==> config.mk <==
export PLATFORM = sky130hd
export DESIGN_NAME = spi_register_access_outputs
export DESIGN_NICKNAME = d
export VERILOG_FILES = /design/src/spi_out_pkg.sv /design/src/spi_register_access_outputs.sv
export VERILOG_INCLUDE_DIRS = /design/src
export SDC_FILE = /design/constraint.sdc
export NUM_CORES = 2
export LEC_CHECK = 0
export ABC_CLOCK_PERIOD_IN_PS = 11300
export BUFFER_PORTS_ARGS = -buffer_cell sky130_fd_sc_hd__buf_2
export CORE_MARGIN = 1
export CORE_UTILIZATION = 50
export DETAILED_ROUTE_END_ITERATION = 7
export GPL_TIMING_DRIVEN = 1
export PLACE_DENSITY_LB_ADDON = 0.08
export SYNTH_ARGS = -nofsm -noshare
export SYNTH_HDL_FRONTEND = slang
export SYNTH_SLANG_ARGS = --single-unit
==> constraint.sdc <==
create_clock -name sys_clk -period 11.3 [get_ports sys_clk]
set_clock_uncertainty 0.05 [all_clocks]
set_input_delay 0.565 -clock sys_clk [delete_from_list [all_inputs] [get_ports sys_clk]]
set_output_delay 0.565 -clock sys_clk [all_outputs]
set_load 0.01 [all_outputs]
==> src/spi_out_defs.svh <==
`ifndef SPI_OUT_DEFS_SVH
`define SPI_OUT_DEFS_SVH
// Lower-byte addresses of the output data registers
`define ADDR_SUPPLY     6'h02
`define ADDR_X_ACCEL    6'h04
`define ADDR_Y_ACCEL    6'h06
`define ADDR_AUX        6'h08
`define ADDR_TEMP       6'h0A
`define ADDR_X_PEAK     6'h0C
`define ADDR_Y_PEAK     6'h0E
`define ADDR_XY_MAG     6'h18
`define ADDR_XY_PEAK    6'h1A
`define ADDR_EVENT_ONE  6'h1C
`define ADDR_EVENT_TWO  6'h1E
// Command register, lower byte, and its peak clear bit
`define ADDR_COMMAND_LO 6'h3E
`define CMD_PEAK_CLEAR  5
// Output word fields
`define FRESH_BIT       15
`define ALARM_BIT       14
// Frame framing and magnitude width
`define FRAME_BITS      5'd16
`define WRITE_BIT       15
`define RW_SECOND_BIT   14
`define MAG_BITS        14
`endif

==> src/spi_out_pkg.sv <==
package spi_out_pkg;
  typedef enum logic [1:0] {
    SQ_IDLE = 2'b01,
    SQ_RUN  = 2'b10
  } sqrt_state_e;
  typedef logic [3:0]  slot_t;
  typedef logic [13:0] value_t;
endpackage

==> src/spi_register_access_outputs.sv <==
`timescale 1ns/100ps
`default_nettype none
`include "spi_out_defs.svh"

module spi_register_access_outputs
(
  input  wire logic                  sys_clk,        // System clock
  input  wire logic                  nrst,           // Async reset, low
  input  wire logic                  cs_n,           // Chip select pin
  input  wire logic                  sclk,           // Serial clock pin
  input  wire logic                  din,            // Serial data in pin
  output logic                       dout,           // Serial data out
  output logic                       dout_oe_n,      // Low while driving
  input  wire logic                  sample_strobe,  // One pulse per sample
  input  wire spi_out_pkg::value_t   x_sample,       // X, signed
  input  wire spi_out_pkg::value_t   y_sample,       // Y, signed
  input  wire logic [11:0]           supply_sample,  // Supply, binary
  input  wire logic [11:0]           aux_sample,     // Aux converter
  input  wire logic [11:0]           temp_sample,    // Temperature
  input  wire logic [15:0]           event_one_word, // Event record one
  input  wire logic [15:0]           event_two_word, // Event record two
  input  wire logic                  fault_alarm,    // Fault or alarm level
  output logic                       wr_pulse,       // Byte write strobe
  output logic [5:0]                 wr_addr,        // Byte address
  output logic [7:0]                 wr_byte         // Byte data
);
  import spi_out_pkg::*;

  // ----------------------------------------------------------------
  // Helpers
  // ----------------------------------------------------------------
  // Byte address to register slot; both bytes map alike
  function automatic slot_t slot_of(input logic [5:0] a);
    unique case ({a[5:1], 1'b0})
      `ADDR_SUPPLY:    slot_of = 4'h0;
      `ADDR_X_ACCEL:   slot_of = 4'h1;
      `ADDR_Y_ACCEL:   slot_of = 4'h2;
      `ADDR_AUX:       slot_of = 4'h3;
      `ADDR_TEMP:      slot_of = 4'h4;
      `ADDR_X_PEAK:    slot_of = 4'h5;
      `ADDR_Y_PEAK:    slot_of = 4'h6;
      `ADDR_XY_MAG:    slot_of = 4'h7;
      `ADDR_XY_PEAK:   slot_of = 4'h8;
      `ADDR_EVENT_ONE: slot_of = 4'h9;
      `ADDR_EVENT_TWO: slot_of = 4'hA;
      default:         slot_of = 4'hF;
    endcase
  endfunction

  // Magnitude of a signed sample; -8192 still fits unsigned
  function automatic value_t mag14(input value_t v);
    mag14 = v[13] ? value_t'(~v + 14'h0001) : v;
  endfunction

  // ----------------------------------------------------------------
  // Pin synchronisers and edge detect
  // ----------------------------------------------------------------
  logic [1:0] cs_sync;
  logic [1:0] sclk_sync;
  logic [1:0] din_sync;
  logic       cs_q;
  logic       sclk_q;

  // Two flops per pin; only stage two feeds logic
  always_ff @(posedge sys_clk or negedge nrst)
  begin
    if (!nrst)
    begin
      cs_sync   <= 2'h3;
      sclk_sync <= 2'h3;
      din_sync  <= 2'h0;
      cs_q      <= 1'b1;
      sclk_q    <= 1'b1;
    end
    else
    begin
      cs_sync   <= {cs_sync[0], cs_n};
      sclk_sync <= {sclk_sync[0], sclk};
      din_sync  <= {din_sync[0], din};
      cs_q      <= cs_sync[1];
      sclk_q    <= sclk_sync[1];
    end
  end

  logic active;
  logic cs_fall;
  logic cs_rise;
  logic sclk_rise;
  logic sclk_fall;

  // Clock edges count only inside a frame
  assign active    = !cs_sync[1] && !cs_q;
  assign cs_fall   = cs_q && !cs_sync[1];
  assign cs_rise   = !cs_q && cs_sync[1];
  assign sclk_rise = active && sclk_sync[1] && !sclk_q;
  assign sclk_fall = active && !sclk_sync[1] && sclk_q;

  // ----------------------------------------------------------------
  // Receive path
  // ----------------------------------------------------------------
  logic [15:0] rx_shift;
  logic [4:0]  bit_cnt;

  // Counter saturates so a long frame is also refused
  always_ff @(posedge sys_clk or negedge nrst)
  begin
    if (!nrst)
    begin
      rx_shift <= 16'h0000;
      bit_cnt  <= 5'd0;
    end
    else if (cs_fall)
      bit_cnt <= 5'd0;
    else if (sclk_rise)
    begin
      rx_shift <= {rx_shift[14:0], din_sync[1]};
      if (bit_cnt != 5'h1F)
        bit_cnt <= bit_cnt + 5'd1;
    end
  end

  logic frame_ok;
  logic is_write;
  logic is_read;

  // Only a full 16-clock frame is decoded
  assign frame_ok = cs_rise && (bit_cnt == `FRAME_BITS);
  assign is_write = frame_ok && rx_shift[`WRITE_BIT]
                    && !rx_shift[`RW_SECOND_BIT];
  assign is_read  = frame_ok && !rx_shift[`WRITE_BIT]
                    && !rx_shift[`RW_SECOND_BIT];

  // ----------------------------------------------------------------
  // Byte writes and peak clear command
  // ----------------------------------------------------------------
  logic peak_clear;

  // One byte per write frame, passed out for the control registers
  always_ff @(posedge sys_clk or negedge nrst)
  begin
    if (!nrst)
    begin
      wr_pulse   <= 1'b0;
      wr_addr    <= 6'h00;
      wr_byte    <= 8'h00;
      peak_clear <= 1'b0;
    end
    else
    begin
      wr_pulse   <= is_write;
      peak_clear <= is_write && rx_shift[13:8] == `ADDR_COMMAND_LO
                    && rx_shift[`CMD_PEAK_CLEAR];
      if (is_write)
      begin
        wr_addr <= rx_shift[13:8];
        wr_byte <= rx_shift[7:0];
      end
    end
  end

  // ----------------------------------------------------------------
  // Root sum square of X and Y
  // ----------------------------------------------------------------
  sqrt_state_e sq_state;
  logic [27:0] sq_sum;
  value_t      sq_root;
  logic [3:0]  sq_bit;
  logic        mag_done;
  value_t      x_mag;
  value_t      y_mag;
  value_t      sq_trial;

  assign x_mag    = mag14(x_sample);
  assign y_mag    = mag14(y_sample);
  assign sq_trial = sq_root | value_t'(14'h0001 << sq_bit);

  // Bit-serial square root, one result bit per clock, 14 clocks
  always_ff @(posedge sys_clk or negedge nrst)
  begin
    if (!nrst)
    begin
      sq_state <= SQ_IDLE;
      sq_sum   <= 28'h0000000;
      sq_root  <= 14'h0000;
      sq_bit   <= 4'd0;
      mag_done <= 1'b0;
    end
    else
    begin
      mag_done <= 1'b0;
      unique case (sq_state)
        SQ_IDLE:
          if (sample_strobe)
          begin
            // Operands widened first so the squares keep all 28 bits
            sq_sum   <= 28'(x_mag) * 28'(x_mag) + 28'(y_mag) * 28'(y_mag);
            sq_root  <= 14'h0000;
            sq_bit   <= 4'(`MAG_BITS - 1);
            sq_state <= SQ_RUN;
          end
        SQ_RUN:
        begin
          if (28'(sq_trial) * 28'(sq_trial) <= sq_sum)
            sq_root <= sq_trial;
          if (sq_bit == 4'd0)
          begin
            mag_done <= 1'b1;
            sq_state <= SQ_IDLE;
          end
          else
            sq_bit <= sq_bit - 4'd1;
        end
      endcase
    end
  end

  // ----------------------------------------------------------------
  // Output data registers
  // ----------------------------------------------------------------
  logic [11:0] supply_r;
  logic [11:0] aux_r;
  logic [11:0] temp_r;
  value_t      x_r;
  value_t      y_r;
  value_t      x_pk;
  value_t      y_pk;
  value_t      mag_r;
  value_t      mag_pk;
  logic [15:0] ev1_r;
  logic [15:0] ev2_r;

  // Refresh every sample whether or not anyone reads
  always_ff @(posedge sys_clk or negedge nrst)
  begin
    if (!nrst)
    begin
      supply_r <= 12'h000;
      aux_r    <= 12'h000;
      temp_r   <= 12'h000;
      x_r      <= 14'h0000;
      y_r      <= 14'h0000;
      mag_r    <= 14'h0000;
      ev1_r    <= 16'h0000;
      ev2_r    <= 16'h0000;
    end
    else
    begin
      if (sample_strobe)
      begin
        supply_r <= supply_sample;
        aux_r    <= aux_sample;
        temp_r   <= temp_sample;
        x_r      <= x_sample;
        y_r      <= y_sample;
        ev1_r    <= event_one_word;
        ev2_r    <= event_two_word;
      end
      if (mag_done)
        mag_r <= sq_root;
    end
  end

  // Peaks keep sign for X and Y; a clear beats a new peak
  always_ff @(posedge sys_clk or negedge nrst)
  begin
    if (!nrst)
    begin
      x_pk   <= 14'h0000;
      y_pk   <= 14'h0000;
      mag_pk <= 14'h0000;
    end
    else if (peak_clear)
    begin
      x_pk   <= 14'h0000;
      y_pk   <= 14'h0000;
      mag_pk <= 14'h0000;
    end
    else
    begin
      if (sample_strobe && x_mag > mag14(x_pk))
        x_pk <= x_sample;
      if (sample_strobe && y_mag > mag14(y_pk))
        y_pk <= y_sample;
      if (mag_done && sq_root > mag_pk)
        mag_pk <= sq_root;
    end
  end

  // ----------------------------------------------------------------
  // Fresh-data flags and read mux
  // ----------------------------------------------------------------
  logic [10:0] fresh;
  logic [10:0] fresh_set;
  logic [10:0] fresh_clr;
  slot_t       rd_slot;
  logic        rd_pending;
  value_t      rd_value;

  // Peaks are refreshed along with their sources
  assign fresh_set = {{2{sample_strobe}}, {2{mag_done}},
                      {7{sample_strobe}}};
  assign fresh_clr = (cs_fall && rd_pending && rd_slot != 4'hF)
                     ? 11'(11'h001 << rd_slot) : 11'h000;

  // A refresh in the clearing cycle wins
  always_ff @(posedge sys_clk or negedge nrst)
  begin
    if (!nrst)
      fresh <= 11'h000;
    else
      fresh <= (fresh & ~fresh_clr) | fresh_set;
  end

  // Twelve-bit results leave bits 13:12 at zero
  always_comb
  begin
    unique case (rd_slot)
      4'h0:    rd_value = {2'b00, supply_r};
      4'h1:    rd_value = x_r;
      4'h2:    rd_value = y_r;
      4'h3:    rd_value = {2'b00, aux_r};
      4'h4:    rd_value = {2'b00, temp_r};
      4'h5:    rd_value = x_pk;
      4'h6:    rd_value = y_pk;
      4'h7:    rd_value = mag_r;
      4'h8:    rd_value = mag_pk;
      4'h9:    rd_value = ev1_r[13:0];
      4'hA:    rd_value = ev2_r[13:0];
      default: rd_value = 14'h0000;
    endcase
  end

  // ----------------------------------------------------------------
  // Read pipeline and transmit path
  // ----------------------------------------------------------------
  logic [15:0] tx_shift;

  // Request from one frame is served in the next
  always_ff @(posedge sys_clk or negedge nrst)
  begin
    if (!nrst)
    begin
      rd_slot    <= 4'hF;
      rd_pending <= 1'b0;
    end
    else if (is_read)
    begin
      rd_slot    <= slot_of(rx_shift[13:8]);
      rd_pending <= 1'b1;
    end
    else if (frame_ok)
      rd_pending <= 1'b0;
  end

  // Load at frame start; shift only after the first rising clock
  always_ff @(posedge sys_clk or negedge nrst)
  begin
    if (!nrst)
      tx_shift <= 16'h0000;
    else if (cs_fall)
    begin
      if (rd_pending && rd_slot != 4'hF)
        tx_shift <= {fresh[rd_slot], fault_alarm, rd_value};
      else
        tx_shift <= 16'h0000;
    end
    else if (sclk_fall && bit_cnt != 5'd0)
      tx_shift <= {tx_shift[14:0], 1'b0};
  end

  // Pin released whenever chip select is high
  always_ff @(posedge sys_clk or negedge nrst)
  begin
    if (!nrst)
    begin
      dout      <= 1'b0;
      dout_oe_n <= 1'b1;
    end
    else
    begin
      dout      <= tx_shift[15];
      dout_oe_n <= !active;
    end
  end

endmodule
`default_nettype wire

# Yosys cells after proc, flatten, opt, wreduce, memory -nomap -nowiden
# Memory sizes are Yosys's and may differ from the RTL's.
# Cells that the tools add are included.
[totals]
reg_bits = 276
wordCells = 158
mem_bits_ro = 128
output_inout_bits = 17
inputBits = 103
n_memories = 1
[classes]
multipliers = 3
n_reduce_logical = 44
order_cmp = 5
add_sub_neg = 7
eq_ne = 20
n_bitwise = 9
mux = 34
n_shift = 2
[mem_list]
columns = ["name", "depth", "word_bits", "read_ports", "rd_ports_with_merged_regs", "wr", "line", "text"]
rows = [
  ["(no name shown)", 32, 4, 1, 0, 0, "spi_register_access_outputs.sv:34", "unique case ({a[5:1], 1'b0})"],
]
[op_table]
columns = ["operator", "n"]
rows = [
  ["$mux W14", 12],
  ["$pmux W14 S11", 1],
  ["$mul A14 B14 Y28", 3],
  ["$add A14 B1 Y14 const B", 4],
  ["$not A14 Y14", 4],
  ["$mux W16", 3],
  ["$gt A14 B14 Y1", 3],
  ["$add A28 B28 Y28", 1],
  ["$le A28 B28 Y1", 1],
  ["$pmux W14 S2", 1],
  ["$logic_and A1 B1 Y1", 21],
  ["$eq A4 B3 Y1 const B", 4],
  ["$mux W5", 3],
  ["$or A14 B14 Y14", 1],
  ["$reduce_bool A2 Y1", 7],
  ["$shl A1 B4 Y14 const A", 1],
  ["$eq A4 B4 Y1 const B", 3],
  ["$mux W4", 3],
  ["$reduce_and A2 Y1", 6],
  ["$and A11 B11 Y11", 1],
  ["$mux W11", 1],
  ["$not A11 Y11", 1],
  ["$or A11 B11 Y11", 1],
  ["$shl A1 B4 Y11 const A", 1],
  ["21 further kinds", 37],
]

# Logic depth before layout (Yosys ltp)
[logic_depth]
depth_word = 8
ltp_mapped = 36
mapped_depth_nobuf = 34

# Worst setup path before layout
# OpenSTA, ideal clock, no wires.
[synth_timing]
kind = "input to register"
start = "input x_sample[0]"
end = "register sq_sum[24]"
path_buffers = 1
path_stages = 30
path_slack_ns = 3.006
setup_ns = 0.095
t_arrival_ns = 8.149
required_ns = 11.155
cell_sequence = "clkbuf_1 inv_2 ha_1 nand2_1 or2_2 o21ai_0 xnor2_1 clkinv_1 nor2_1 inv_1 fa_1 inv_1 fa_1 inv_1 fa_1 inv_1 fa_1 fa_1 inv_1 fa_1 inv_1 fa_1 ha_1 and3_1 a2111oi_0 a211o_1 a21oi_1 o31a_1 o21a_1 o31ai_1"
[synth_between]
elab_chain_cells = 5
[synth_rtl]
columns = ["element", "line", "text"]
rows = [
  ["from (decl)", "spi_register_access_outputs.sv:15", "input wire spi_out_pkg::value_t x_sample,"],
  ["$not A14 Y14", "spi_register_access_outputs.sv:52", "mag14 = v[13] ? value_t'(~v + 14'h0001) : v;"],
  ["$add A14 B1 Y14", "spi_register_access_outputs.sv:52", ""],
  ["$mux W14 *", "spi_register_access_outputs.sv:52", ""],
  ["$mul A14 B14 Y28 *", "spi_register_access_outputs.sv:196", "sq_sum <= 28'(x_mag) * 28'(x_mag) + 28'(y_mag) * 28'(y_mag);"],
  ["$add A28 B28 Y28 *", "spi_register_access_outputs.sv:196", ""],
  ["to (signal assigned)", "spi_register_access_outputs.sv:196", ""],
  ["to (decl)", "spi_register_access_outputs.sv:165", "logic [27:0] sq_sum;"],
]
# Mark *: on every way between the ends. The rest lies on a longest branch, timed or not.
# A chain may end at the register's enable or synchronous reset.

# Final worst setup path
[layout_timing]
start = "register sq_bit[2]"
end = "register sq_root[13]"
[layout_between]
elab_chain_cells = 6
word_cells_on_any_way = 8
classes_between = "mul: 1; order compare: 1; eq/ne: 1; shift: 1; mux: 2; bitwise: 1; reduce/logical: 1"
[layout_rtl]
columns = ["element", "line", "text"]
rows = [
  ["from (decl)", "spi_register_access_outputs.sv:167", "logic [3:0] sq_bit;"],
  ["from (signal assigned)", "spi_register_access_outputs.sv:198", "sq_bit <= 4'(`MAG_BITS - 1);"],
  ["from (signal assigned)", "spi_register_access_outputs.sv:211", "sq_bit <= sq_bit - 4'd1;"],
  ["$shl A1 B4 Y14 *", "spi_register_access_outputs.sv:175", "assign sq_trial = sq_root | value_t'(14'h0001 << sq_bit);"],
  ["$or A14 B14 Y14 *", "spi_register_access_outputs.sv:175", ""],
  ["$mul A14 B14 Y28", "spi_register_access_outputs.sv:203", "if (28'(sq_trial) * 28'(sq_trial) <= sq_sum)"],
  ["$le A28 B28 Y1", "spi_register_access_outputs.sv:203", ""],
  ["$ne A2 B2 Y1 (no line)", "-", ""],
  ["$reduce_and A2 Y1 (no line)", "-", ""],
  ["to (signal assigned)", "spi_register_access_outputs.sv:204", "sq_root <= sq_trial;"],
  ["to (decl)", "spi_register_access_outputs.sv:166", "value_t sq_root;"],
]
# Mark *: on every way between the ends. The rest lies on a longest branch, timed or not. The select of a mux whose other input is x is not followed.

==> results.toml <==
[worst_setup_path]
crit_family = "adder cells"
slowest_stage = "dfrtp_1"
cpPeakStageDelay_ns = 0.56
worstReg2RegEnd = "sq_root[13]$_DFFE_PN0P_"
regToRegSetupSlack_ns = 2.00
cp.depth = 31
cp.required_ns = 11.67
arrival_ns = 9.68
cp-start-kind = "flip-flop"
worstReg2RegStart = "sq_bit[2]$_DFFE_PN0P_"
crit_type = "reg -> reg"
cp_num_buf_inv = 6
ff2ff_path_depth = 31
cp-end-kind = "flip-flop"
cp_max_fo = 14

[cells_and_area]
multi_input_area_um2 = 21100
reg_top3 = "sq_sum (28), rx_shift (16), tx_shift (16)"
layout.nets = 4078
fill_cells = 5505
fin_area_um2 = 33500
largest_reg_flops = 28
drive_gt1_share_pct = 12.1
top_register = "sq_sum"
syn2layout_area_growth_pct = 8.74
final-seq-area_um2 = 6920

[synth]
ys_seq_area_share_pct = 22.5
synth_common_cells = "inv_1 (649), fa_1 (410), ha_1 (298)"
syn_area_per_cell_um2 = 9.77
yosys_warnings = 0
post-synth-top-count-cell = "inv_1"
synth-edff-count = 0
async_reset_ff_share_pct = 100
ys_ff_latch = 276
synth_area_um2 = 30800
ys_top_cells_by_area = "fa_1 (27%), dfrtp_1 (21%), ha_1 (12%)"
synth_top_area_cell = "fa_1"
yosysTopAreaCellShare_pct = 26.7
yosysUniqueCellTypes = 84
yosys_most_used_dff = "dfrtp_1"
synth_cells = 3151

[global_route]
antenna_found_initial = 5
grt_overflow = 0
grt_max_degree = 74
first_global_vias = 24300
grt_usage_pct = 26.8
grt_pass1_wl_um = 131000

[clock_tree]
numCtsBuffers = 30
clkTransAtPathRegs_ns = 0.06
clk_latency_ns = 0.62
cts_num_sinks = 276
post_cts_buffers = 0
cts_max_level = 1
clockRootBuffer = "clkbuf_16"
cts_buffer_depth = 3
tritoncts = "built"

[timing]
setup_viol = 0
fin_crit_sh_pct = 82.3
rsz0062_at_grt = "false"
fin_tns_setup_ns = 0
whs_ns = 0.144
slew_violations = 0
hold_viol_final = 0
worstMarginPinSlew_ns = 1.16
max-slew-margin-rel_pct = 22.1
fmax_mhz = 107
final.min_clock_period_ns = 9.30

[routing]
routedWlPerCell_um = 20.0
wirelength_um = 81300
ant_nets = 0
first_pass_iters = 5
viasPerCell = 5.58
drcViolationCount = 0
drt_iter0_drc = 1393
via_count = 22700

[placement]
place_congestion = 0.903
dp_hpwl_um = 66300
place_area_um2 = 32400
portBuffers = 115

[die]
coreArea_um2 = 60600
ios = 120
row_count = 90
die_w_um = 250
dieArea_um2 = 62600
die_y_um = 250
initial_core_util_pct = 50.8

[status]
status = "finished, final reports clean"

[min_path]
holdPathEnd = "aux_r[7]$_DFFE_PN0P_"
holdCritStartpoint = "aux_sample[7]"
hold_class = "in -> reg"
min_path_cells = 2

[job]
maxCapViolations = 0
per-layer routing:
metal  share of wire (%)  wire length (um)  global-route usage [%]
met2                  49             39900                    45.7
met4                 2.8              2260                    6.99
met5               0.033                27                       0
met3                 5.2              4250                    3.15
met1                  43             34800                    36.2
cells by family (layout without fill, tap and decap cells):
group | Yosys count | after routing | share of synthesized area [%]
AO/OA/AOI/OAI | 426 | 426 | 9.46
buffers and inverters | 766 | 886 | 9.40
multiplexers | 200 | 200 | 7.15
adder cells (fa/ha/maj) | 708 | 708 | 38.8
flip-flops | 276 | 276 | 22.5
other | 2 | 24 | 0.0244
AND/OR/NAND/NOR | 669 | 669 | 9.70
XOR/XNOR | 104 | 104 | 3.01
through the flow:
stage | util, % | instances | setup WS, ns
2_1_floorplan | - | 3171 | 3.01
3_3_place_gp | 53.5 | 4013 | 1.92
3_5_place_dp | 53.5 | 4013 | 1.82
4_1_cts | 55.2 | 4073 | 2.01
5_1_grt | 55.2 | 4074 | 1.44
6_report | 55.3 | 4075 | 2.00
final cells by class:
cell class	count	share of cell area, %
Multi-Input combinational cell	2129	62.9
Sequential cell	276	20.7
Inverter	665	7.46
Tap cell	782	2.92
Timing Repair Buffer	165	2.91
Clock buffer	43	2.63
Clock inverter	13	0.449
Antenna cell	2	0.0150
how the worst max path moves through the flow:
stage | start | end
floorplan | x_sample[0] | sq_sum[24]$_DFFE_PN0P_
global placement | x_sample[0] | sq_sum[24]$_DFFE_PN0P_
detailed placement | x_sample[0] | sq_sum[24]$_DFFE_PN0P_
CTS | sq_bit[2]$_DFFE_PN0P_ | sq_root[10]$_DFFE_PN0P_
global route | sq_bit[2]$_DFFE_PN0P_ | sq_root[11]$_DFFE_PN0P_
finish | sq_bit[2]$_DFFE_PN0P_ | sq_root[13]$_DFFE_PN0P_
cells in the final DEF, fill, tap and decap left out, types with 10 or more instances in the layout:
cell / synthesis / final
clkbuf_16: 0 / 30
nand4_1: 19 / 19
clkinv_1: 11 / 11
dfstp_2: 12 / 12
nor3_1: 24 / 23
xnor2_1: 50 / 50
a21o_1: 57 / 57
buf_4: 1 / 47
nand2b_1: 19 / 19
and3_1: 17 / 17
conb_1: 2 / 22
o21ai_0: 83 / 82
nor2b_1: 17 / 17
dfrtp_1: 264 / 264
fa_1: 410 / 410
ha_1: 298 / 298
o22ai_1: 14 / 14
nand2_1: 236 / 236
inv_1: 649 / 649
a222oi_1: 14 / 14
a221oi_1: 10 / 10
o31ai_1: 15 / 15
nor2_1: 250 / 250
a31oi_1: 12 / 12
mux2i_1: 60 / 60
xor2_1: 52 / 52
a22oi_1: 19 / 19
o41ai_1: 19 / 19
nand3_1: 27 / 27
mux2_2: 138 / 138
o211ai_1: 11 / 11
o21a_1: 10 / 10
buf_2: 5 / 113
a32oi_1: 21 / 21
a21oi_1: 88 / 88
worst register-to-register path: cells and delay by family, from the launching register on:
family          cells  cell delay (ns)
buf+inv             6             0.92
compound gates      9             2.47
flops               1             0.56
fa+ha+maj           8             3.30
xor+xnor            1             0.24
simple gates        7             1.63
repair_timing:
| action | in CTS | in global routing |
|---|---|---|
| endpoints found under the hold margin | 63 | 0 |
| hold buffers | 4 | 0 |
| endpoints found under the setup margin | 0 | 0 |
| resized for setup | 0 | 0 |
Power is not shown: default switching activity piles up to over one toggle a cycle in this logic, so the estimate is an artifact.
